$ cat config.mk
export PLATFORM = sky130hd
export DESIGN_NAME = srd_smi_slave
export DESIGN_NICKNAME = d
export VERILOG_FILES = /design/src/rtl/srd_pkg.sv /design/src/rtl/srd_smi_slave.sv
export SDC_FILE = /design/constraint.sdc
export NUM_CORES = 2
export LEC_CHECK = 0
export ABC_CLOCK_PERIOD_IN_PS = 2600
export BUFFER_PORTS_ARGS = -buffer_cell sky130_fd_sc_hd__buf_4
export CORE_ASPECT_RATIO = 0.5
export CORE_UTILIZATION = 57
export CTS_CLUSTER_SIZE = 8
export DETAILED_ROUTE_END_ITERATION = 7
export PLACE_DENSITY = 0.72
export SETUP_SLACK_MARGIN = 0.2
export SKIP_LAST_GASP = 1
export SYNTH_ARGS = -nofsm -noshare
export SYNTH_HDL_FRONTEND = slang
export SYNTH_SLANG_ARGS = --single-unit
$ cat constraint.sdc
create_clock -name ref_clk -period 2.6 [get_ports ref_clk]
set_input_delay 0.13 -clock ref_clk [delete_from_list [all_inputs] [get_ports ref_clk]]
set_output_delay 0.13 -clock ref_clk [all_outputs]
set_load 0.05 [all_outputs]
$ cat src/rtl/srd_pkg.sv
// shared constants, types and decode functions of the serial management register decoder
package srd_pkg;

  // frame geometry, in management clock bits
  localparam int          DATA_W         = 16;
  localparam int          ADDR_W         = 10;
  localparam logic [5:0]  PRE_LAST_BIT   = 6'h1f;   // 32 preamble ones, counted 0..31
  localparam logic [4:0]  OPC_LAST_BIT   = 5'h01;   // 2 opcode bits
  localparam logic [4:0]  ADDR_LAST_BIT  = 5'h09;   // 10 address bits
  localparam logic [4:0]  TA_LAST_BIT    = 5'h01;   // 2 turnaround bits
  localparam logic [4:0]  DATA_LAST_BIT  = 5'h0f;   // 16 data bits
  localparam logic [1:0]  OPC_READ       = 2'h2;
  localparam logic [1:0]  OPC_WRITE      = 2'h1;

  // address space bounds of the 10-bit register address
  localparam logic [9:0]  BASIC_END      = 10'h03f;
  localparam logic [9:0]  EXT_BEGIN      = 10'h040;
  localparam logic [9:0]  EXT_END        = 10'h09b;
  localparam logic [9:0]  CNT_BEGIN      = 10'h0a0;
  localparam logic [9:0]  CNT_END        = 10'h143;
  localparam logic [9:0]  PHY_BEGIN      = 10'h200;
  localparam logic [9:0]  PHY_END        = 10'h2ff;
  localparam logic [4:0]  PHY_FIELD      = 5'h10;   // phy-address field that opens the phy space

  // basic configuration register offsets
  localparam logic [5:0]  OFS_SIGNATURE_WORD = 6'h00, OFS_PORT0_BASIC_CTRL = 6'h01, OFS_PORT0_EXTENDED_CTRL = 6'h02,
    OFS_PORT1_EXTENDED_CTRL = 6'h02, OFS_PORT1_BASIC_CTRL = 6'h03, OFS_PORT2_EXTENDED_CTRL = 6'h04,
    OFS_PORT3_EXTENDED_CTRL = 6'h04, OFS_PORT2_BASIC_CTRL = 6'h05, OFS_PORT4_EXTENDED_CTRL = 6'h06,
    OFS_PORT5_EXTENDED_CTRL = 6'h06, OFS_PORT3_BASIC_CTRL = 6'h07, OFS_PORT4_BASIC_CTRL = 6'h08,
    OFS_PORT5_BASIC_CTRL = 6'h09, OFS_SYSTEM_CTRL_0 = 6'h0a, OFS_SYSTEM_CTRL_1 = 6'h0b, OFS_MULTICAST_SNOOPING = 6'h0c,
    OFS_ADDRESS_RESOLUTION_CTRL = 6'h0d, OFS_VLAN_PRIORITY_MAP = 6'h0e, OFS_TOS_PRIORITY_MAP = 6'h0f,
    OFS_SYSTEM_CTRL_2 = 6'h10, OFS_SYSTEM_CTRL_3 = 6'h11, OFS_SYSTEM_CTRL_4 = 6'h12,
    OFS_PORT0_SECURITY_OPTION = 6'h13, OFS_PORT1_SECURITY_OPTION = 6'h14, OFS_PORT2_SECURITY_OPTION = 6'h15,
    OFS_PORT3_SECURITY_OPTION = 6'h16, OFS_PORT4_SECURITY_OPTION = 6'h17, OFS_PORT5_SECURITY_OPTION = 6'h18,
    OFS_UNICAST_FORWARD_GROUP_MAP = 6'h19, OFS_BROADCAST_FORWARD_GROUP_MAP = 6'h1a,
    OFS_MULTICAST_FORWARD_GROUP_MAP = 6'h1b, OFS_RESERVED_DEST_FORWARD_GROUP_MAP = 6'h1c,
    OFS_PACKET_IDENT_FORWARD_GROUP_MAP = 6'h1d, OFS_VLAN_PRIO_ENABLE_GROUP_MAP = 6'h1e,
    OFS_SERVICE_PRIO_ENABLE_GROUP_MAP = 6'h1f, OFS_INPUT_FORCE_UNTAG_GROUP_MAP = 6'h20,
    OFS_INGRESS_FILTER_GROUP_MAP = 6'h21, OFS_VLAN_SECURITY_DISABLE_GROUP_MAP = 6'h22,
    OFS_BUFFER_THRESHOLD_0 = 6'h23, OFS_BUFFER_THRESHOLD_1 = 6'h24, OFS_GROUP_SNOOP_TRAP_JAM_THRESHOLD = 6'h25,
    OFS_QUEUE2_WEIGHT_VID_CHECK = 6'h26, OFS_QUEUE3_WEIGHT_TAGGED_ONLY = 6'h27,
    OFS_INPUT_DOUBLE_TAG_PORT0_VID = 6'h28, OFS_OUTPUT_DOUBLE_TAG_PORT1_VID = 6'h29,
    OFS_OUTPUT_TAG_BYPASS_PORT2_VID = 6'h2a, OFS_PORT3_PORT4_VID_HIGH = 6'h2b, OFS_RESERVED_ADDR_CTRL_PORT5_VID = 6'h2c;
  localparam logic [15:0] CFG_RESET      = 16'h0000;

  // target space of a decoded address
  typedef enum logic [1:0] {RGN_BASIC = 2'h0, RGN_EXT = 2'h1, RGN_CNT = 2'h2, RGN_PHY = 2'h3} srd_region_e;

  // frame walker states, one-hot
  typedef enum logic [7:0] {
    ST_PRE = 8'h01, ST_IDLE = 8'h02, ST_START = 8'h04, ST_OPC = 8'h08,
    ST_ADDR = 8'h10, ST_TA = 8'h20, ST_DATA = 8'h40, ST_GAP = 8'h80
  } srd_state_e;

  // access toward the spaces held outside this block
  typedef struct packed {
    logic        rd;
    logic        wr;
    srd_region_e region;
    logic [9:0]  addr;
    logic [15:0] wdata;
  } srd_ext_req_s;

  // switch events that pull the interrupt pin
  typedef struct packed {
    logic table_access;
    logic port_security;
    logic counter_overflow;
    logic port_status;
  } srd_events_s;

  // complete state of the slave
  typedef struct packed {
    srd_state_e      fsm;
    logic            mdc_s1, mdc_s2, mdc_s3;
    logic            mdio_s1, mdio_s2;
    logic            strap_s1, strap_s2;
    logic [1:0]      strap_age;
    logic            strap_taken;
    logic            mode32;
    logic [5:0]      pre_cnt;
    logic            pre_done;
    logic [4:0]      bit_cnt;
    logic [1:0]      opc;
    logic [9:0]      addr;
    logic            is_read;
    logic            hit;
    logic [15:0]     shreg;
    logic            out;
    logic            oe;
    srd_ext_req_s    ext;
    logic            int_n;
    logic [63:0][15:0] cfg;
  } srd_state_s;

  // true when the address falls inside one of the four mapped spaces
  function automatic logic srd_addr_hit(input logic [9:0] a);
    srd_addr_hit = (a <= BASIC_END) || (a >= EXT_BEGIN && a <= EXT_END) ||
                   (a >= CNT_BEGIN && a <= CNT_END) || (a >= PHY_BEGIN && a <= PHY_END);
  endfunction : srd_addr_hit

  // which space a mapped address belongs to
  function automatic srd_region_e srd_region_of(input logic [9:0] a);
    if (a <= BASIC_END) begin
      srd_region_of = RGN_BASIC;
    end else if (a <= EXT_END) begin
      srd_region_of = RGN_EXT;
    end else if (a <= CNT_END) begin
      srd_region_of = RGN_CNT;
    end else begin
      srd_region_of = RGN_PHY;
    end
  endfunction : srd_region_of

endpackage : srd_pkg

$ cat src/rtl/srd_smi_slave.sv
// serial management slave with 10-bit register address decode and basic configuration registers
`timescale 1ns/100ps
`default_nettype none

// Function
// 16-bit management port, host-driven clock pin, one bidirectional data pin.
// each command selects its register with a 10-bit address.
// up to 0x03f is basic configuration; 0x040..0x09b is extended configuration.
// 0x0a0..0x143 is counter and status; 0x200..0x2ff is the phy space.
// host splits the address into 5-bit phy field and 5-bit register field.
// phy field 10000 plus standard register number reaches port 0..4 phy registers.
// width strap sampled at reset; low selects the 16-bit mode.
// active-low interrupt on table, security, counter overflow and port status events.
// host sends 32 ones, start 01, opcode 10 read or 01 write, address msb first.
// two turnaround bits precede the 16 data bits so the driver can change.
// only the first frame needs preamble; at least one idle bit between frames.
// act only on a matching address, otherwise keep the data pin released.
// upper five address bits ride in the phy field, lower five in the register field.
module srd_smi_slave
  import srd_pkg::*;
#(
  parameter logic [15:0] SIGNATURE = 16'h5a5a   // arbitrary identity value
) (
  // clock and reset
  input  wire logic                  ref_clk,
  input  wire logic                  resetn,
  // management pins
  input  wire logic                  mgmt_clock_pin,
  input  wire logic                  mgmt_data_in,
  output logic                       mgmt_data_out,
  output logic                       mgmt_data_oe,
  // straps and status
  input  wire logic                  mgmt_width_strap,
  output logic                       mgmt_mode32,
  // switch events and interrupt pin
  input  wire srd_pkg::srd_events_s  events,
  output logic                       int_n,
  // access to the extended, counter and phy spaces
  output srd_pkg::srd_ext_req_s      ext_req,
  input  wire logic [15:0]           ext_rdata,
  // configuration seen by the switch core
  output logic [15:0]                cfg_sys_ctrl0
);
  import srd_pkg::*;

  srd_state_s r_reg;
  srd_state_s r_next;
  logic       mdc_rise;
  logic       bit_in;
  logic [15:0] wr_word;
  logic [15:0] rd_word;
  logic [9:0]  addr_full;

  // rising edge of the synchronised clock pin; first stage is read only by the second
  assign mdc_rise  = r_reg.mdc_s2 & ~r_reg.mdc_s3;
  assign bit_in    = r_reg.mdio_s2;
  assign wr_word   = {r_reg.shreg[14:0], bit_in};
  assign addr_full = {r_reg.addr[8:0], bit_in};
  // read data: basic space was latched at address time, outer spaces sampled now
  assign rd_word   = (r_reg.ext.region == RGN_BASIC) ? r_reg.shreg : ext_rdata;

  // next-state logic of the whole slave
  always_comb begin
    r_next = r_reg;
    r_next.ext.rd  = 1'b0;
    r_next.ext.wr  = 1'b0;
    // pin synchronisers
    r_next.mdc_s1   = mgmt_clock_pin;
    r_next.mdc_s2   = r_reg.mdc_s1;
    r_next.mdc_s3   = r_reg.mdc_s2;
    r_next.mdio_s1  = mgmt_data_in;
    r_next.mdio_s2  = r_reg.mdio_s1;
    r_next.strap_s1 = mgmt_width_strap;
    r_next.strap_s2 = r_reg.strap_s1;
    // interrupt follows any pending switch event
    r_next.int_n = ~(events.table_access | events.port_security |
                     events.counter_overflow | events.port_status);
    // strap caught once, after the synchroniser has filled following reset release
    if (!r_reg.strap_taken) begin
      if (r_reg.strap_age == 2'h2) begin
        r_next.strap_taken = 1'b1;
        r_next.mode32      = r_reg.strap_s2;
      end else begin
        r_next.strap_age = r_reg.strap_age + 2'h1;
      end
    end
    if (mdc_rise) begin
      case (r_reg.fsm)
        // one run of 32 ones is needed once after reset; a zero restarts the count
        ST_PRE: begin
          if (bit_in) begin
            if (r_reg.pre_cnt == PRE_LAST_BIT) begin
              r_next.pre_done = 1'b1;
              r_next.fsm      = ST_IDLE;
            end else begin
              r_next.pre_cnt = r_reg.pre_cnt + 6'h01;
            end
          end else begin
            r_next.pre_cnt = 6'h00;
          end
        end
        // later frames may start without preamble
        ST_IDLE: begin
          if (!bit_in) begin
            r_next.fsm = ST_START;
          end
        end
        ST_START: begin
          if (bit_in) begin
            r_next.fsm     = ST_OPC;
            r_next.bit_cnt = 5'h00;
          end
        end
        ST_OPC: begin
          r_next.opc = {r_reg.opc[0], bit_in};
          if (r_reg.bit_cnt == OPC_LAST_BIT) begin
            r_next.fsm     = ST_ADDR;
            r_next.bit_cnt = 5'h00;
          end else begin
            r_next.bit_cnt = r_reg.bit_cnt + 5'h01;
          end
        end
        // address arrives msb first: phy field then register field
        ST_ADDR: begin
          r_next.addr = addr_full;
          if (r_reg.bit_cnt == ADDR_LAST_BIT) begin
            r_next.fsm        = ST_TA;
            r_next.bit_cnt    = 5'h00;
            r_next.is_read    = (r_reg.opc == OPC_READ);
            // unknown opcodes, unmapped addresses and 32-bit mode all leave the pin alone
            r_next.hit        = ((r_reg.opc == OPC_READ) || (r_reg.opc == OPC_WRITE)) &&
                                srd_addr_hit(addr_full) && !r_reg.mode32;
            r_next.ext.addr   = addr_full;
            r_next.ext.region = srd_region_of(addr_full);
            if (r_next.hit && r_next.is_read) begin
              if (r_next.ext.region == RGN_BASIC) begin
                r_next.shreg = r_reg.cfg[addr_full[5:0]];
              end else begin
                r_next.ext.rd = 1'b1;
              end
            end
          end else begin
            r_next.bit_cnt = r_reg.bit_cnt + 5'h01;
          end
        end
        // first turnaround bit is driven low by a reading slave, second already carries the data msb
        ST_TA: begin
          if (r_reg.bit_cnt != TA_LAST_BIT) begin
            r_next.bit_cnt = TA_LAST_BIT;
            if (r_reg.hit && r_reg.is_read) begin
              r_next.oe  = 1'b1;
              r_next.out = 1'b0;
            end
          end else begin
            r_next.fsm     = ST_DATA;
            r_next.bit_cnt = 5'h00;
            if (r_reg.hit && r_reg.is_read) begin
              r_next.out   = rd_word[15];
              r_next.shreg = {rd_word[14:0], 1'b0};
            end
          end
        end
        // sixteen data bits in either direction
        ST_DATA: begin
          // a missed read keeps the data bit at rest instead of shifting stale contents
          if (r_reg.is_read && r_reg.hit) begin
            r_next.out   = r_reg.shreg[15];
            r_next.shreg = {r_reg.shreg[14:0], 1'b0};
          end else begin
            r_next.shreg = wr_word;
          end
          if (r_reg.bit_cnt == DATA_LAST_BIT) begin
            r_next.fsm = ST_GAP;
            r_next.oe  = 1'b0;
            r_next.out = 1'b0;
            if (r_reg.hit && !r_reg.is_read) begin
              if (r_reg.ext.region == RGN_BASIC) begin
                // the signature word is read-only
                if (r_reg.addr[5:0] != OFS_SIGNATURE_WORD) begin
                  r_next.cfg[r_reg.addr[5:0]] = wr_word;
                end
              end else begin
                r_next.ext.wr    = 1'b1;
                r_next.ext.wdata = wr_word;
              end
            end
          end else begin
            r_next.bit_cnt = r_reg.bit_cnt + 5'h01;
          end
        end
        // a back-to-back start without an idle one is not recognised
        ST_GAP: begin
          if (bit_in) begin
            r_next.fsm = ST_IDLE;
          end
        end
        default: begin
          r_next.fsm = ST_PRE;
        end
      endcase
    end
  end

  // state register; reset loads constants only
  always_ff @(posedge ref_clk or negedge resetn) begin
    if (!resetn) begin
      r_reg        <= '0;
      r_reg.fsm    <= ST_PRE;
      r_reg.int_n  <= 1'b1;
      r_reg.cfg    <= {64{CFG_RESET}};
      r_reg.cfg[0] <= SIGNATURE;
    end else begin
      r_reg <= r_next;
    end
  end

  // outputs straight from the state register
  assign mgmt_data_out = r_reg.out;
  assign mgmt_data_oe  = r_reg.oe;
  assign mgmt_mode32   = r_reg.mode32;
  assign int_n         = r_reg.int_n;
  assign ext_req       = r_reg.ext;
  assign cfg_sys_ctrl0 = r_reg.cfg[OFS_SYSTEM_CTRL_0];

  logic any_event;
  assign any_event = events.table_access | events.port_security |
                     events.counter_overflow | events.port_status;
endmodule : srd_smi_slave

`default_nettype wire

==> results <==
- The sum of negative setup slack is -136,900 ps.
- In this run the clock root is driven by a sky130_fd_sc_hd__clkbuf_16.
- At the worst endpoint, the arrival time is 3490 ps.
- The final hold violation count came to 0.
- The total power is between 30 and 40 mW.
- The number of global-route vias before repair is 35,200.
- Once detail routing completed, the nets flagged for antenna violations numbered 0.
- The category of the worst setup path capture point is a flop.
- TritonCTS built the clock tree.
- The worst hold path belongs to the class input pin to flop.
- The max capacitance violation total is 0.
- The cell area after synthesis is 0.0513 mm^2.
- The die footprint is 0.0913 mm^2.
- The routed layout has approximately 34,000 vias.
- The number of clock sinks seen by CTS is 1,116.
- The largest fanout on the critical path is 12.
- After detailed routing, the number of vias per cell comes to roughly 6.5.
- Setup repair after global routing could not meet its margin everywhere.
- The post-route worst setup slack is -258 ps.
- Dividing total power by cell area gives a power density of between 600 and 700 mW/mm^2.
- The maximum vdd ir drop is approximately 500 uV.
- The final count of pins violating max slew came to 0.
- The maximum number of pins on one net before global-route repair is 152.
- Of the synthesized area, sequential elements account for 0.545.
- The switching power is 10.1 mW.
- Summing all placed instances gives a cell area of about 0.057 mm^2.
- Setup violations remaining at the end of the flow were counted as slightly above 1,000.
- The final clock skew is 36.8 ps.
- In the synthesized netlist, the number of instances is 3,618.
- The clock latency on the worst-skew pair is 780 ps.
- The cell-internal power is 29.7 mW.
- The number of placed cells counting well taps is 4,955.
- In the synthesized netlist the async set-or-reset flop fraction comes to 1.00.
- The signed area change from the synthesized netlist to the final layout is 23.8%.
- The flow ran to the end, but the final reports show violations.
- Counting the fill cells in the layout gives 5,617.
- In this run the core area contains 77 standard-cell rows.
- The routed wire length is 158,000 um.
- The total nets after synthesis is 3,649.
- In this run the deepest clock path goes through 3 buffers.
- For this configuration, the core starts out at a cell density of 0.578.
- Dividing the synthesized area by the synthesized cell count gives about 14 um^2.
- Synthesis instantiated 65 different standard cells from the library.
- Of the total power, the share spent switching nets is 0.254.
- For this run, the total global-route usage over all layers was measured as 0.350.
- The primary flip-flop cell chosen by synthesis mapping is sky130_fd_sc_hd__dfrtp_1.
- The Yosys step of the flow raised 0 warnings.
- Based on the critical path, the design can be clocked at up to 0.350 GHz.
- In the final routed layout, each cell accounts on average for about 30 um.
- The H-tree generated during clock tree synthesis spans 4 levels.
- Hold timing on the final database bottoms out at a slack of 42.0 ps.
- For this run, design rule violations remaining after detail routing come to 0.
- In this run the tightest slew margin relative to its limit is 0.326.
- The flip-flop and latch count after synthesis is ~1,100.
- The first global-routing pass estimated 235,000 um of wire.
- The filler-free cell count of the finished design is 5,248.
- The count of buffers added on input and output ports is 74.
- The chip width is 426 um.
- Detailed placement finished with a half-perimeter wire length of 99,400 um.
- After clock tree synthesis, the clock-pin slew on the worst setup and hold paths is 50 ps.
- After routing the design area is roughly 0.064 mm^2.
- The net count of the finished layout is 4,032.
- Among the stages of the critical path, the cell type that occurs most often is sky130_fd_sc_hd__buf_16.
- The critical path goes through buf_16 -> buf_16 -> buf_4 -> mux4_2 -> a22oi_1 -> nand3_1 -> a32oi_1 -> a21oi_1.
- After layout, the minimum clock period comes to 2860 ps.
- The floorplan step defined a core boundary enclosing 0.0887 mm^2.
- The checks that failed: setup timing.
- From bottom edge to top edge, the die measures 214 um.
- The master of the slowest instance on the critical path is sky130_fd_sc_hd__mux4_2.
- Buffers inserted during clock tree synthesis total ~160.
- 75 I/O pins were placed.
- Once layout is complete, the utilization of the core stands at 0.716.
- By startpoint and endpoint, the worst setup path is classified as flop to flop.
- The required time of the worst setup path is 3240 ps.
- The register with the most flip-flops in the layout has between 1,000 and 1,500 of them.
- The initial antenna violation count is 1.
- For this run, the slowest stage of the critical path takes 580 ps.
- Of the available clock period, the critical path in the final layout requires 1.10.
- The routability-driven placement congestion ratio is about 0.95.
- The number of detailed-route iterations in the first pass is 5.
- The leakage power of the design is a little over 30 nW.
- The initial detailed-routing violation count is 3,521.
- The transition time at the pin with the least slew margin is 1010 ps.
- Prior to clock tree synthesis, the placed netlist has a worst setup slack of -293 ps.
- The overall overflow remaining after global route is 0.
- The worst setup path is launched from a flop.
- The power share of the clock group is 0.471.
- The number of enable flip-flop cells after synthesis is 0.
- The fraction of layout cells with a size suffix above 1 is 0.518.
- The combinational fraction of design power is 0.073.
- The part of the total power dissipated in sequential elements is 0.456.
## worst paths after layout
kind | from | endpoint | slack (ps) | depth (start not counted)
worst max-delay path | bit_in$_DFF_PN0_ | r_reg[1057]$_DFFE_PN0P_ | -260 | 8
worst min-delay path | events[3] | int_n$_DFF_PN1_ | 40 | 3
max in group asynchronous | resetn | r_reg[864]$_DFFE_PN0P_ | 1190 | 3
worst max register to register | bit_in$_DFF_PN0_ | r_reg[1057]$_DFFE_PN0P_ | -260 | 8
worst min register to register | r_next[1108]$_DFF_PN0_ | r_next[1107]$_DFF_PN0_ | 340 | 0
min in group asynchronous | resetn | int_n$_DFF_PN1_ | 90 | 2
## layout make-up
cell class / count / area, um^2 / area share
antenna: 3 / 7.51 / 0.000118
clock buffer: 205 / 4170 / 0.0657
clock inverter: 13 / 201 / 0.00317
inverter: 7 / 26.3 / 0.000414
multi-input combinational: 2124 / 23100 / 0.363
sequential: 1116 / 28000 / 0.440
tap: 1185 / 1480 / 0.0233
timing repair buffer: 595 / 6600 / 0.104
## synth_stat cells (36+ instances only)
cell type	n	area [um^2]
sky130_fd_sc_hd__nor2_1	80	300
sky130_fd_sc_hd__o22ai_1	95	594
sky130_fd_sc_hd__o21ai_0	36	180
sky130_fd_sc_hd__nand2_1	61	229
sky130_fd_sc_hd__mux2i_1	257	2570
sky130_fd_sc_hd__clkbuf_1	194	728
sky130_fd_sc_hd__dfrtp_1	1106	27700
sky130_fd_sc_hd__mux4_2	125	2820
sky130_fd_sc_hd__buf_2	84	420
sky130_fd_sc_hd__mux2_2	1073	12100
sky130_fd_sc_hd__buf_4	73	548
sky130_fd_sc_hd__a21oi_1	61	305
## timing repair
item,CTS,global route
resized for setup,163,57
endpoints found under the hold margin,1039,0
buffers inserted,23,5
setup endpoints to repair,1038,1066
pin swaps,16,10
hold buffers,26,0
cloned,10,8
## kinds of logic after synthesis
| kind of cell | after synthesis | synth area share |
|---|---|---|
| XOR/XNOR | 2 | 0.000341 |
| flip-flops | 1116 | 0.545 |
| buffers and inverters | 378 | 0.0361 |
| adder cells (fa/ha/maj) | 6 | 0.00146 |
| multiplexers | 1455 | 0.341 |
| AND/OR/NAND/NOR | 344 | 0.0360 |
| AO/OA/AOI/OAI | 317 | 0.0410 |
## layer usage
layer,up-vias,track usage,wire length (um),part of all wire
li1,14000,-,-,-
met1,18200,0.515,68000,0.43
met2,1647,0.491,68400,0.43
met3,320,0.113,16900,0.11
met4,0,0.114,4770,0.030
met5,-,0,0,0
## placed cells by master, fill, tap and decap left out, types with 26 or more instances in the layout
cell | netlist | final
sky130_fd_sc_hd__buf_4 | 73 | 391
sky130_fd_sc_hd__nor2_4 | 0 | 34
sky130_fd_sc_hd__dlygate4sd3_1 | 0 | 26
sky130_fd_sc_hd__mux2_2 | 1073 | 829
sky130_fd_sc_hd__buf_6 | 7 | 33
sky130_fd_sc_hd__dfrtp_1 | 1106 | 1086
sky130_fd_sc_hd__a21oi_1 | 61 | 52
sky130_fd_sc_hd__mux2_4 | 0 | 244
sky130_fd_sc_hd__mux2i_1 | 257 | 251
sky130_fd_sc_hd__clkbuf_16 | 0 | 168
sky130_fd_sc_hd__clkbuf_1 | 194 | 45
sky130_fd_sc_hd__o21ai_0 | 36 | 35
sky130_fd_sc_hd__nand2_1 | 61 | 58
sky130_fd_sc_hd__o22ai_1 | 95 | 93
sky130_fd_sc_hd__buf_12 | 0 | 118
sky130_fd_sc_hd__nand3_1 | 28 | 27
sky130_fd_sc_hd__mux4_2 | 125 | 125
sky130_fd_sc_hd__nor2_1 | 80 | 69
## power groups by stage
stage / clock (mW) / combinational, mW / sequential (mW)
global placement: 0 / 2.67 / 18.4
CTS: 18.9 / 2.87 / 18.1
detailed placement: 0 / 2.73 / 18.4
floorplan: 0 / 1.50 / 17.9
global route: 19.7 / 3.09 / 18.1
finish: 18.7 / 2.91 / 18.1
## worst max-delay path, delay by kind of cell, from the launching register on
kind	cells	cell delay, ps
mux	1	580
buf+inv	3	600
simple gates	1	190
compound gates	3	840
flops	1	480
No activity file was read; power rests on OpenSTA's default activity.
